## src/rtl/sccr_regs.svh

```systemverilog
// bit positions, control codes and fixed word of the synthesizer control registers
`ifndef SCCR_REGS_SVH
`define SCCR_REGS_SVH
`define SCCR_SEL_REF      4'h4
`define SCCR_SEL_FIXED    4'h5
`define SCCR_SEL_OUT      4'h6
`define SCCR_SEL_LOCK     4'h7
`define SCCR_SEL_FREQ     4'h0
`define SCCR_FIXED_WORD   32'h00800005
`define SCCR_B_REFDIFF    9
`define SCCR_B_MUXLVL     8
`define SCCR_B_DETPOL     7
`define SCCR_B_PDN        6
`define SCCR_B_CPTRI      5
`define SCCR_B_CNTRST     4
`define SCCR_B_DBUF       14
`define SCCR_B_GBLEED     30
`define SCCR_B_NBLEED     29
`define SCCR_B_FBSEL      24
`define SCCR_F_DIV_HI     23
`define SCCR_F_DIV_LO     21
`define SCCR_F_BLEED_HI   20
`define SCCR_F_BLEED_LO   13
`define SCCR_B_MUTE       11
`define SCCR_B_AUXEN      9
`define SCCR_F_AUXPWR_HI  8
`define SCCR_F_AUXPWR_LO  7
`define SCCR_B_RFEN       6
`define SCCR_F_RFPWR_HI   5
`define SCCR_F_RFPWR_LO   4
`define SCCR_B_LESYNC     25
`define SCCR_F_LDC_HI     9
`define SCCR_F_LDC_LO     8
`define SCCR_B_LOL        7
`define SCCR_F_LDP_HI     6
`define SCCR_F_LDP_LO     5
`define SCCR_B_LDM        4
`define SCCR_WORD_BITS    32
`endif

```

## src/rtl/sccr_pkg.sv

```systemverilog
// types shared by the synthesizer control register bank
package sccr_pkg;
  typedef enum logic [2:0] {
    SCCR_WIN_5P0,
    SCCR_WIN_6P0,
    SCCR_WIN_8P0,
    SCCR_WIN_12P0,
    SCCR_WIN_2P9
  } sccr_window_t;
  typedef enum logic {SCCR_REF_SINGLE, SCCR_REF_DIFF} sccr_refmode_t;
endpackage

```

## src/rtl/sccr_lockwin.sv

```systemverilog
// lock window and lock count decode
`timescale 1ns/1ps
`include "sccr_regs.svh"
module sccr_lockwin (
  input  wire logic [1:0]        lock_precision,
  input  wire logic              lock_mode,
  input  wire logic [1:0]        lock_count,
  output sccr_pkg::sccr_window_t lock_window,
  output logic [4:0]             lock_cycles_sel
);
  assign lock_window = lock_mode ? sccr_pkg::SCCR_WIN_2P9
                                 : sccr_pkg::sccr_window_t'({1'b0, lock_precision});
  // count index passed to analog detector
  assign lock_cycles_sel = {3'h0, lock_count};
endmodule

```

## src/rtl/sccr_shifter.sv

```systemverilog
// serial shift register capturing 32-bit words, msb first
`timescale 1ns/1ps
`include "sccr_regs.svh"
module sccr_shifter (
  input  wire logic        mclk,
  input  wire logic        srst,
  input  wire logic        ser_clk,
  input  wire logic        ser_data,
  input  wire logic        load_enable,
  output logic [31:0]      word,
  output logic             word_valid
);
  logic        clk_q;
  logic        le_q;
  logic [31:0] shift;
  wire         clk_rise = ser_clk & ~clk_q;
  wire         le_rise  = load_enable & ~le_q;

  always_ff @(posedge mclk) begin
    if (srst) begin
      clk_q      <= 1'b0;
      le_q       <= 1'b0;
      shift      <= 32'h0;
      word       <= 32'h0;
      word_valid <= 1'b0;
    end else begin
      clk_q      <= ser_clk;
      le_q       <= load_enable;
      word_valid <= le_rise;
      if (clk_rise)
        shift <= {shift[30:0], ser_data};
      if (le_rise)
        word <= shift;
    end
  end

  AST_LE_VALID: assert property (@(posedge mclk) disable iff (srst)
    le_rise |=> word_valid && word == $past(shift))
    else $error("word not transferred on load edge");
endmodule

```

## src/rtl/sccr_top.sv

```systemverilog
// control register bank of the fractional-N synthesizer
`timescale 1ns/1ps
`include "sccr_regs.svh"
module sccr_top (
  input  wire logic              mclk,
  input  wire logic              srst,
  input  wire logic              ser_clk,
  input  wire logic              ser_data,
  input  wire logic              load_enable,
  input  wire logic              ref_rise,
  input  wire logic              digital_lock,
  output sccr_pkg::sccr_refmode_t ref_mode,
  output logic                   mux_level_select,
  output logic                   detector_polarity,
  output logic                   soft_power_down,
  output logic                   pump_tristate,
  output logic                   counters_load_state,
  output logic                   counter_reset_bit,
  output logic                   lock_detect_reset,
  output logic                   vco_enable,
  output logic                   counter_hold,
  output logic                   double_buffer_en,
  output logic                   bleed_on,
  output logic                   negative_bleed_en,
  output logic [7:0]             bleed_level,
  output logic                   feedback_select,
  output logic [2:0]             output_divider_select,
  output logic                   rf_main_on,
  output logic [1:0]             rf_main_power,
  output logic                   rf_aux_on,
  output logic [1:0]             rf_aux_power,
  output logic                   loss_of_lock_mode,
  output sccr_pkg::sccr_window_t lock_window,
  output logic [4:0]             lock_cycles_sel,
  output logic                   divider_load,
  output logic [31:0]            fixed_word_seen
);
  logic [31:0] word;
  logic        word_valid;
  logic [31:0] reference_counter_control;
  logic [31:0] fixed_reserved_word;
  logic [31:0] output_feedback_bleed;
  logic [31:0] lock_detect_config;
  logic [2:0]  div_active;
  logic        load_pending;

  function automatic logic sel_is(input logic [31:0] w, input logic [3:0] code);
    sel_is = (w[3:0] == code);
  endfunction

  sccr_shifter u_shift (
    .mclk        (mclk),
    .srst        (srst),
    .ser_clk     (ser_clk),
    .ser_data    (ser_data),
    .load_enable (load_enable),
    .word        (word),
    .word_valid  (word_valid)
  );

  wire wr_ref   = word_valid & sel_is(word, `SCCR_SEL_REF);
  wire wr_fixed = word_valid & sel_is(word, `SCCR_SEL_FIXED);
  wire wr_out   = word_valid & sel_is(word, `SCCR_SEL_OUT);
  wire wr_lock  = word_valid & sel_is(word, `SCCR_SEL_LOCK);
  wire wr_freq  = word_valid & sel_is(word, `SCCR_SEL_FREQ);

  // power-up reset only; power-down leaves contents alone
  // registers retained in power-down
  always_ff @(posedge mclk) begin
    if (srst) begin
      reference_counter_control <= 32'h0;
      fixed_reserved_word       <= 32'h0;
      output_feedback_bleed     <= 32'h0;
      lock_detect_config        <= 32'h0;
    end else begin
      if (wr_ref)
        reference_counter_control <= word;
      if (wr_fixed)
        fixed_reserved_word <= word;
      if (wr_out)
        output_feedback_bleed <= word;
      if (wr_lock)
        lock_detect_config <= word;
    end
  end

  // fixed word stored for observation only
  assign fixed_word_seen = fixed_reserved_word;

  assign ref_mode = sccr_pkg::sccr_refmode_t'(reference_counter_control[`SCCR_B_REFDIFF]);
  assign mux_level_select  = reference_counter_control[`SCCR_B_MUXLVL];
  assign detector_polarity = reference_counter_control[`SCCR_B_DETPOL];
  assign soft_power_down   = reference_counter_control[`SCCR_B_PDN];
  assign counter_reset_bit = reference_counter_control[`SCCR_B_CNTRST];
  assign double_buffer_en  = reference_counter_control[`SCCR_B_DBUF];

  // pump tristate, also forced in power-down
  assign pump_tristate       = reference_counter_control[`SCCR_B_CPTRI] | soft_power_down;
  assign counters_load_state = soft_power_down;
  assign lock_detect_reset   = soft_power_down;
  assign vco_enable          = ~soft_power_down;
  assign counter_hold        = counter_reset_bit;

  wire lock_ok = digital_lock & ~lock_detect_reset;

  assign bleed_on = ~soft_power_down &
                    (~output_feedback_bleed[`SCCR_B_GBLEED] | lock_ok);
  assign negative_bleed_en = output_feedback_bleed[`SCCR_B_NBLEED];
  assign bleed_level = output_feedback_bleed[`SCCR_F_BLEED_HI:`SCCR_F_BLEED_LO];
  assign feedback_select = output_feedback_bleed[`SCCR_B_FBSEL];

  // mute until lock, stages off in power-down
  wire out_allow = ~soft_power_down & (~output_feedback_bleed[`SCCR_B_MUTE] | lock_ok);
  assign rf_main_on    = out_allow & output_feedback_bleed[`SCCR_B_RFEN];
  assign rf_aux_on     = out_allow & output_feedback_bleed[`SCCR_B_AUXEN];
  assign rf_main_power = output_feedback_bleed[`SCCR_F_RFPWR_HI:`SCCR_F_RFPWR_LO];
  assign rf_aux_power  = output_feedback_bleed[`SCCR_F_AUXPWR_HI:`SCCR_F_AUXPWR_LO];

  // divider select buffered by register 0 write
  wire [2:0] div_written = output_feedback_bleed[`SCCR_F_DIV_HI:`SCCR_F_DIV_LO];
  wire       div_update  = ~double_buffer_en | wr_freq;
  always_ff @(posedge mclk) begin
    if (srst)
      div_active <= 3'h0;
    else if (div_update)
      div_active <= div_written;
  end
  assign output_divider_select = double_buffer_en ? div_active : div_written;

  assign loss_of_lock_mode = lock_detect_config[`SCCR_B_LOL];

  sccr_lockwin u_lockwin (
    .lock_precision  (lock_detect_config[`SCCR_F_LDP_HI:`SCCR_F_LDP_LO]),
    .lock_mode       (lock_detect_config[`SCCR_B_LDM]),
    .lock_count      (lock_detect_config[`SCCR_F_LDC_HI:`SCCR_F_LDC_LO]),
    .lock_window     (lock_window),
    .lock_cycles_sel (lock_cycles_sel)
  );

  // divider load, optionally aligned to reference rise
  wire le_sync = lock_detect_config[`SCCR_B_LESYNC];
  always_ff @(posedge mclk) begin
    if (srst) begin
      load_pending <= 1'b0;
      divider_load <= 1'b0;
    end else begin
      divider_load <= 1'b0;
      if (le_sync) begin
        if (load_pending & ref_rise) begin
          divider_load <= 1'b1;
          load_pending <= wr_freq;
        end else if (wr_freq)
          load_pending <= 1'b1;
      end else begin
        divider_load <= wr_freq;
        load_pending <= 1'b0;
      end
    end
  end

  AST_PDN_EFFECTS: assert property (@(posedge mclk) disable iff (srst)
    soft_power_down |-> pump_tristate && !vco_enable && !rf_main_on && !rf_aux_on)
    else $error("power-down effects missing");
  AST_PDN_COUNTERS: assert property (@(posedge mclk) disable iff (srst)
    soft_power_down |-> counters_load_state && lock_detect_reset)
    else $error("counters or lock detect not reset in power-down");
  AST_PDN_RETAIN: assert property (@(posedge mclk) disable iff (srst)
    soft_power_down && !wr_out |=> output_feedback_bleed == $past(output_feedback_bleed))
    else $error("register changed without write");
  AST_REF_STABLE: assert property (@(posedge mclk) disable iff (srst)
    !wr_ref |=> reference_counter_control == $past(reference_counter_control))
    else $error("reference register changed without write");
  AST_LOAD_IN_PDN: assert property (@(posedge mclk) disable iff (srst)
    soft_power_down && wr_lock |=> lock_detect_config == $past(word))
    else $error("write lost in power-down");
  AST_OUT_IN_PDN: assert property (@(posedge mclk) disable iff (srst)
    soft_power_down && wr_out |=> output_feedback_bleed == $past(word))
    else $error("output write lost in power-down");
  AST_ROUTE_OUT: assert property (@(posedge mclk) disable iff (srst)
    word_valid && word[3:0] == `SCCR_SEL_OUT |=> output_feedback_bleed == $past(word))
    else $error("output register not routed");
  AST_ROUTE_LOCK: assert property (@(posedge mclk) disable iff (srst)
    word_valid && word[3:0] == `SCCR_SEL_LOCK |=> lock_detect_config == $past(word))
    else $error("lock register not routed");
  AST_UNKNOWN_CODE: assert property (@(posedge mclk) disable iff (srst)
    word_valid && !wr_ref && !wr_out && !wr_lock |=>
      output_feedback_bleed == $past(output_feedback_bleed) &&
      lock_detect_config == $past(lock_detect_config))
    else $error("register written by foreign code");
  AST_ROUTE_REF: assert property (@(posedge mclk) disable iff (srst)
    word_valid && word[3:0] == `SCCR_SEL_REF |=> reference_counter_control == $past(word))
    else $error("reference register not routed");
  AST_FIXED: assert property (@(posedge mclk) disable iff (srst)
    wr_fixed |=> fixed_word_seen == $past(word))
    else $error("fixed word not stored");
  AST_REF_MODE: assert property (@(posedge mclk) disable iff (srst)
    (ref_mode == sccr_pkg::SCCR_REF_DIFF) == reference_counter_control[`SCCR_B_REFDIFF])
    else $error("reference mode wrong");
  AST_MUX_LEVEL: assert property (@(posedge mclk) disable iff (srst)
    mux_level_select == reference_counter_control[`SCCR_B_MUXLVL])
    else $error("mux level wrong");
  AST_DETPOL: assert property (@(posedge mclk) disable iff (srst)
    detector_polarity == reference_counter_control[`SCCR_B_DETPOL])
    else $error("detector polarity wrong");
  AST_TRISTATE: assert property (@(posedge mclk) disable iff (srst)
    reference_counter_control[`SCCR_B_CPTRI] |-> pump_tristate)
    else $error("pump not tristated");
  AST_CNT_HOLD: assert property (@(posedge mclk) disable iff (srst)
    counter_hold == reference_counter_control[`SCCR_B_CNTRST])
    else $error("counter hold wrong");
  AST_DBUF_EN: assert property (@(posedge mclk) disable iff (srst)
    double_buffer_en == reference_counter_control[`SCCR_B_DBUF])
    else $error("double buffer enable wrong");
  AST_GATED_BLEED: assert property (@(posedge mclk) disable iff (srst)
    output_feedback_bleed[`SCCR_B_GBLEED] && !digital_lock |-> !bleed_on)
    else $error("bleed on before lock");
  AST_NBLEED: assert property (@(posedge mclk) disable iff (srst)
    negative_bleed_en == output_feedback_bleed[`SCCR_B_NBLEED])
    else $error("negative bleed wrong");
  AST_FBSEL: assert property (@(posedge mclk) disable iff (srst)
    feedback_select == output_feedback_bleed[`SCCR_B_FBSEL])
    else $error("feedback select wrong");
  AST_BLEED_LEVEL: assert property (@(posedge mclk) disable iff (srst)
    bleed_level == output_feedback_bleed[`SCCR_F_BLEED_HI:`SCCR_F_BLEED_LO])
    else $error("bleed level wrong");
  AST_MUTE: assert property (@(posedge mclk) disable iff (srst)
    output_feedback_bleed[`SCCR_B_MUTE] && !digital_lock |-> !rf_main_on && !rf_aux_on)
    else $error("output on before lock");
  AST_RF_EN: assert property (@(posedge mclk) disable iff (srst)
    (rf_main_on |-> output_feedback_bleed[`SCCR_B_RFEN]) and
    (rf_aux_on |-> output_feedback_bleed[`SCCR_B_AUXEN]))
    else $error("output on while disabled");
  AST_RF_PWR: assert property (@(posedge mclk) disable iff (srst)
    rf_main_power == output_feedback_bleed[`SCCR_F_RFPWR_HI:`SCCR_F_RFPWR_LO] &&
    rf_aux_power == output_feedback_bleed[`SCCR_F_AUXPWR_HI:`SCCR_F_AUXPWR_LO])
    else $error("output power wrong");
  AST_DBUF_HOLD: assert property (@(posedge mclk) disable iff (srst)
    double_buffer_en && !wr_freq ##1 double_buffer_en |->
      output_divider_select == $past(output_divider_select))
    else $error("divider changed without register 0 write");
  AST_DBUF_LOAD: assert property (@(posedge mclk) disable iff (srst)
    double_buffer_en && wr_freq ##1 double_buffer_en |->
      output_divider_select == $past(div_written))
    else $error("divider not taken on register 0 write");
  AST_DIRECT_DIV: assert property (@(posedge mclk) disable iff (srst)
    !double_buffer_en |-> output_divider_select == div_written)
    else $error("divider not immediate");
  AST_LDM_WIN: assert property (@(posedge mclk) disable iff (srst)
    lock_detect_config[`SCCR_B_LDM] |-> lock_window == sccr_pkg::SCCR_WIN_2P9)
    else $error("lock mode window wrong");
  AST_LDC: assert property (@(posedge mclk) disable iff (srst)
    lock_cycles_sel[1:0] == lock_detect_config[`SCCR_F_LDC_HI:`SCCR_F_LDC_LO])
    else $error("lock count wrong");
  AST_LOL: assert property (@(posedge mclk) disable iff (srst)
    loss_of_lock_mode == lock_detect_config[`SCCR_B_LOL])
    else $error("loss-of-lock mode wrong");
  AST_SYNC_LOAD: assert property (@(posedge mclk) disable iff (srst)
    le_sync && divider_load |-> $past(ref_rise))
    else $error("divider load not aligned to reference");
  AST_DIRECT_LOAD: assert property (@(posedge mclk) disable iff (srst)
    !le_sync && wr_freq |=> divider_load)
    else $error("divider load missing");

  // main scenarios
  COV_PDN: cover property (@(posedge mclk) disable iff (srst) $rose(soft_power_down));
  COV_DBUF: cover property (@(posedge mclk) disable iff (srst) double_buffer_en && wr_freq);
  COV_SYNC: cover property (@(posedge mclk) disable iff (srst) le_sync && divider_load);
  COV_MUTE_LOCK: cover property (@(posedge mclk) disable iff (srst)
    output_feedback_bleed[`SCCR_B_MUTE] && rf_main_on);
  COV_UNKNOWN: cover property (@(posedge mclk) disable iff (srst)
    word_valid && !wr_ref && !wr_fixed && !wr_out && !wr_lock && !wr_freq);
endmodule

```

## config.mk

```make
export PLATFORM = sky130hd
export DESIGN_NAME = sccr_top
export DESIGN_NICKNAME = d
export VERILOG_FILES = /design/src/rtl/sccr_pkg.sv /design/src/rtl/sccr_lockwin.sv /design/src/rtl/sccr_shifter.sv /design/src/rtl/sccr_top.sv
export VERILOG_INCLUDE_DIRS = /design/src /design/src/rtl
export SDC_FILE = /design/constraint.sdc
export NUM_CORES = 1
export LEC_CHECK = 0
export ABC_AREA = 1
export BUFFER_PORTS_ARGS = -buffer_cell sky130_fd_sc_hd__buf_2
export CAP_MARGIN = 20
export CORE_ASPECT_RATIO = 1.25
export CORE_MARGIN = 4
export CORE_UTILIZATION = 45
export DETAILED_ROUTE_END_ITERATION = 16
export HOLD_SLACK_MARGIN = 0.15
export PLACE_DENSITY = 0.69
export SETUP_SLACK_MARGIN = 0.02
export SLEW_MARGIN = 15
export SYNTH_ARGS = -nofsm -noshare
export SYNTH_HDL_FRONTEND = slang
export SYNTH_SLANG_ARGS = --single-unit
```

## constraint.sdc

```tcl
create_clock -name mclk -period 2.57 [get_ports mclk]
set_input_delay 0.1285 -clock mclk [delete_from_list [all_inputs] [get_ports mclk]]
set_output_delay 0.1285 -clock mclk [all_outputs]
set_load 0.02 [all_outputs]
```

# ---- Word level (Yosys, flattened, before mapping)
# Index checks and enable logic that the tools add are counted.
dict set report word_totals {
  input_bits 7
  register_bits 176
  word_cells 49
}
dict set report op_classes {
  n_reduce_logical 3
  bitwise 24
  n_mux 6
  n_eq_ne 4
}
# operator count
set ops {}
lappend ops {{4-bit by 3-bit equality test with 1-bit output (second input constant)} 4}
lappend ops {{1-bit AND} 13}
lappend ops {{1-bit NOT} 7}
lappend ops {{3-bit two-way mux} 2}
lappend ops {{4-bit zero test} 1}
lappend ops {{1-bit two-way mux} 4}
lappend ops {{1-bit OR} 4}
lappend ops {{2-bit nonzero test} 1}
lappend ops {{2-bit OR reduction} 1}

# ---- Depth between registers and ports, before layout
dict set report logic_depth {
  word_depth 5
  mapped_depth 8
  depth_no_buf 6
}

# ---- By module
# Synthesis repeated with hierarchy kept, for this count alone.
dict set report unflattened {
  cells_unflattened 787
  area_unflattened_um2 5665.4
}
# module area_each_um2 instances seq_area_each_um2 cells_each
set modules_own_cells {}
lappend modules_own_cells {sccr_top 2854.0 1 1441.4 384}
lappend modules_own_cells {sccr_shifter 2747.6 1 1341.3 392}
lappend modules_own_cells {sccr_lockwin 63.8 1 0.0 11}

# ---- Worst setup path after synthesis
# No wires, ideal clock.
dict set report synth_path {
  path_kind {reg-to-output}
  startpoint {register reference_counter_control[6]}
  endpoint {output rf_aux_on}
  stages_incl_launch_ff 6
  slack_ns 1.335
  t_required_ns 2.441
  t_arrival_ns 1.107
  path_buffers 0
  cell_sequence {dfxtp_1 > inv_1 > nand2_1 > nand2_1 > nand2_1 > nor2_1}
}
dict set report synth_between {
  elab_chain_len 5
}
# element line
set synth_rtl {}
lappend synth_rtl {{start: declaration} sccr_top.sv:40} ;# logic [31:0] reference_counter_control;
lappend synth_rtl {{start signal: assignment} sccr_top.sv:77} ;# reference_counter_control <= word;
lappend synth_rtl {{1-bit NOT (*)} --}
lappend synth_rtl {{named net vco_enable} sccr_top.sv:20} ;# output logic vco_enable,
lappend synth_rtl {{1-bit AND} sccr_top.sv:104} ;# wire lock_ok = digital_lock & ~lock_detect_reset;
lappend synth_rtl {{1-bit OR} sccr_top.sv:113} ;# wire out_allow = ~soft_power_down & (~output_feedback_bleed[`SCCR_B_MUTE] | lock_ok);
lappend synth_rtl {{1-bit AND (*)} sccr_top.sv:113}
lappend synth_rtl {{1-bit AND (*)} sccr_top.sv:115} ;# assign rf_aux_on = out_allow & output_feedback_bleed[`SCCR_B_AUXEN];
lappend synth_rtl {{end: declaration} sccr_top.sv:30} ;# output logic rf_aux_on,
# The timed path passes the listed nets; every way through them passes the cells marked *.

# ---- Worst setup path after layout
dict set report layout_path {
  startpoint {input ser_clk}
  endpoint {register u_shift.shift[25]}
}
dict set report layout_between {
  elab_chain_len 1
}
# element line
set layout_rtl {}
lappend layout_rtl {{start: declaration} sccr_top.sv:7} ;# input wire logic ser_clk,
lappend layout_rtl {{1-bit AND} sccr_shifter.sv:16} ;# wire clk_rise = ser_clk & ~clk_q;
lappend layout_rtl {{end signal: assignment} sccr_shifter.sv:31} ;# shift <= {shift[30:0], ser_data};
lappend layout_rtl {{end: declaration} sccr_shifter.sv:15} ;# logic [31:0] shift;
# No other way between the ends.
# A chain may end at the register's enable or synchronous reset.

==> summary.md <==
| Metric | Value |
|---|---|
| Placed Area | `5401 µm²` |
| Area Growth Syn to Fin | `15.86%` |
| Xor and xnor area share after synthesis | `0%` |
| Starting Density | `46.17%` |
| Net Sw Frac | `21.81%` |
| Avg Synthesized Cell Area | `7.769 µm²` |
| PnR Total Power | `4807 µW` |
| Fillers | `1023` |
| NetSw | `1049 µW` |
| Hold_sp | `srst` |
| Min cycle time layout | `1.711 ns` |
| Clock root buffer | `clkbuf_16` |
| Synth Area in Compound Gates | `13.22%` |
| Adder-cell share of the synthesized area | `0%` |
| Final instance area | `5986 µm²` |
| Final hold vios | `0` |
| Routed WL per cell | `13.39 µm` |
| WHS Endpoint | `fixed_word_seen[3]$_SDFFE_PP0P_` |
| Total GRT Usage | `17.57%` |
| Synth Warn # | `0` |
| Critical path type | `in2reg` |
| Seq pwr share | `48.1%` |
| Routed vias/inst | `5.038` |
| Clock tree from TritonCTS | `yes` |
| Simple-gate share of the synthesized area | `23.76%` |
| Hold Path Stages | `4` |
| Comb power frac | `5.3%` |
| Via count | `4297` |
| Post-synth ARST share | `0%` |
| Worst setup SP type | `input pin` |
| Placed cells | `821` |
| Area contributors post-synth | `dfxtp_1, nor2_1, o21ai_0` |
| Tcrit/Tclk final | `66.58%` |
| Fmax achieved | `584.4 MHz` |
| Row count | `43` |
| Register area | `2783 µm²` |
| Mapped Cells | `665` |
| Pleak | `0.002655 µW` |
| Ant diodes | `0` |
| Synth cell types | `23` |
| Clock share of power | `46.6%` |
| Clock latency at the later pin of the worst-skew pair | `0.41 ns` |
| GPL Wtd Cong | `0.7571` |
| Max_cap viols | `0` |
| First-pass GRT wire length | `18950 µm` |
| Boundary pin count | `80` |
| Rel. slew slack | `37.26%` |
| Main combinational cell family by area after synthesis | `simple AND/OR/NAND/NOR gates` |
| Peak VDD IR | `0.3905 mV` |
| Final WL | `11420 µm` |
| Drt initial violations | `275` |
| Run status | `finished clean` |
| Reg clk slew, reported paths | `0.05 ns` |
| Port Buffer Count | `76` |
| Nets | `716` |
| Total gr overflow | `0` |
| DR DRC count | `0` |
| Nature of the critical path endpoint | `flip-flop` |
| Share of layout cells above drive strength 1 | `16.57%` |
| Cell Count, Final, Fillers Out | `853` |
| Commonest cells in the synthesized netlist | `nor2_1, dfxtp_1, o21ai_0` |
| Post-DP HPWL | `7296 µm` |
| Setup TNS | `0 ns` |
| RSZ-0062 raised after global routing | `false` |
| Pin count of the biggest net entering global routing | `79` |
| WP data arrival | `2.05 ns` |
| Internal Power | `3758 µW` |
| CTS buffer count | `17` |
| #FFs+latches synth | `139` |
| Number of flops mapped to enable cells by yosys | `0` |
| Vias in the first global route | `4028` |
| Die area | `13270 µm²` |
| TritonCTS sink count | `139` |
| Final setup fails | `0` |
| Worst reg2reg endpoint | `output_feedback_bleed[30]$_SDFFE_PP0P_` |
| Mux contribution to synthesized area | `0%` |
| Critical Path RT | `2.91 ns` |
| Reg2reg path depth | `5` |
| Post-CTS Setup Bufs | `0` |
| Core ar. | `11190 µm²` |
| Deepest clock path buffer count | `2` |
| Htree depth | `4` |
| Remaining antenna violation count | `0` |
| PwrDens | `803.1 nW/µm²` |
| Slew Limit Fails | `0` |
| Synth Cell Area | `5166 µm²` |
| Initial antenna violation count | `0` |
| Die height | `127.8 µm` |
| Multi-input gate area | `1922 µm²` |
| Slew @ Worst Pin | `0.9400 ns` |
| Area share of the largest cell type after synthesis | `53.86%` |
| Most used DFF post-synth | `dfxtp_1` |
| Die W | `103.8 µm` |
| R2r setup slk | `0.94 ns` |
| RR Startpoint | `u_shift.word[1]$_SDFFE_PP0P_` |
| Dominant cell type by area after synthesis | `dfxtp_1` |
| Crit-path max FO | `33` |
| Worst Skew | `0.008414 ns` |
| DRT Pass-1 Iters | `4` |
| Most numerous cell in the Yosys netlist | `nor2_1` |
| Sequential area share after synthesis | `53.86%` |
| Min-Delay Path Class | `in2reg` |
[cell type report]
cell class | instances | share of cell area, %
clock inverter | 2 | 0.5853
sequential | 139 | 46.49
timing repair buffer | 87 | 8.110
tap | 135 | 2.822
multi-input combinational | 442 | 32.11
inverter | 22 | 1.380
clock buffer | 26 | 8.508
[logic make-up (layout without fill, tap and decap cells)]
| kind of cell | count (synthesis) | after routing |
|---|---|---|
| AND/OR/NAND/NOR | 304 | 304 |
| AO/OA/AOI/OAI | 135 | 135 |
| other | 1 | 3 |
| flip-flops | 139 | 139 |
| buffers and inverters | 86 | 137 |
[flip-flops by register name, summed over array words and instances, names as in the netlist]
signal	flops
fixed_word_seen	32
u_shift.shift	32
u_shift.word	32
output_feedback_bleed	21
lock_detect_config	7
reference_counter_control	7
div_active	3
divider_load	1
load_pending	1
u_shift.clk_q	1
u_shift.le_q	1
u_shift.word_valid	1
[per-layer routing]
metal	vias up	GRT usage, %	share of wire, %
li1	2201	-	-
met1	1982	21.34	45
met2	98	29.31	48
met3	16	5.491	5.4
met4	0	6.729	1.5
met5	-	0	0
[metrics by stage]
step | util (%) | hold WS, ns | setup WS, ns
floorplan | - | 0.2534 | 1.335
global placement | 48.27 | 0.3479 | 0.9681
detailed placement | 48.27 | 0.3548 | 0.9500
CTS | 53.49 | 0.1881 | 0.8826
global route | 53.49 | 0.2243 | 0.6986
finish | 53.49 | 0.1937 | 0.8588
[critical path, cell delays in order]
cell	delay [ns]
dlygate4sd3_1	0.53
buf_2	0.12
inv_1	0.06
nor2_1	0.04
buf_4	0.21
inv_1	0.71
nor2_1	0.10
nor2_1	0.14
[power groups by stage]
| stage | Clock, µW | Combinational [µW] | Sequential [µW] |
|---|---|---|---|
| 2_1_floorplan | 0 | 203 | 2330 |
| 3_3_place_gp | 0 | 244 | 2350 |
| 3_5_place_dp | 0 | 249 | 2350 |
| 4_1_cts | 2270 | 256 | 2310 |
| 5_1_grt | 2360 | 294 | 2320 |
| 6_report | 2240 | 255 | 2310 |
[placed cells by master (no fill, tap or decap), drive strengths merged]
cell         instances
or2                  1
nand3b               1
nand2               51
clkinv               1
nand4                6
nor2               220
nand3               25
clkbuf              26
inv                 22
bufinv               1
a21oi               32
dfxtp              139
dlygate4sd3          4
buf                 83
o21ai              103
conb                 3
[worst max path at each step]
| stage | startpoint | endpoint | slack (ns) | depth (start not counted) |
|---|---|---|---|---|
| finish | ser_clk | u_shift.shift[25]$_SDFFE_PP0P_ | 0.86 | 8 |
| global route | ser_clk | u_shift.shift[30]$_SDFFE_PP0P_ | 0.70 | 8 |
| CTS | ser_clk | u_shift.shift[25]$_SDFFE_PP0P_ | 0.88 | 8 |
| detailed placement | u_shift.word[1]$_SDFFE_PP0P_ | output_feedback_bleed[4]$_SDFFE_PP0P_ | 0.95 | 5 |
| global placement | u_shift.word_valid$_SDFF_PP0_ | output_feedback_bleed[20]$_SDFFE_PP0P_ | 0.97 | 4 |
| floorplan | reference_counter_control[6]$_SDFFE_PP0P_ | rf_aux_on | 1.33 | 5 |
[what timing repair did]
action / CTS / global route
hold buffers: 4 / 0
endpoints found under the hold margin: 5 / 0
resized for setup: 0 / 0
(Power assumes the default switching activity.)
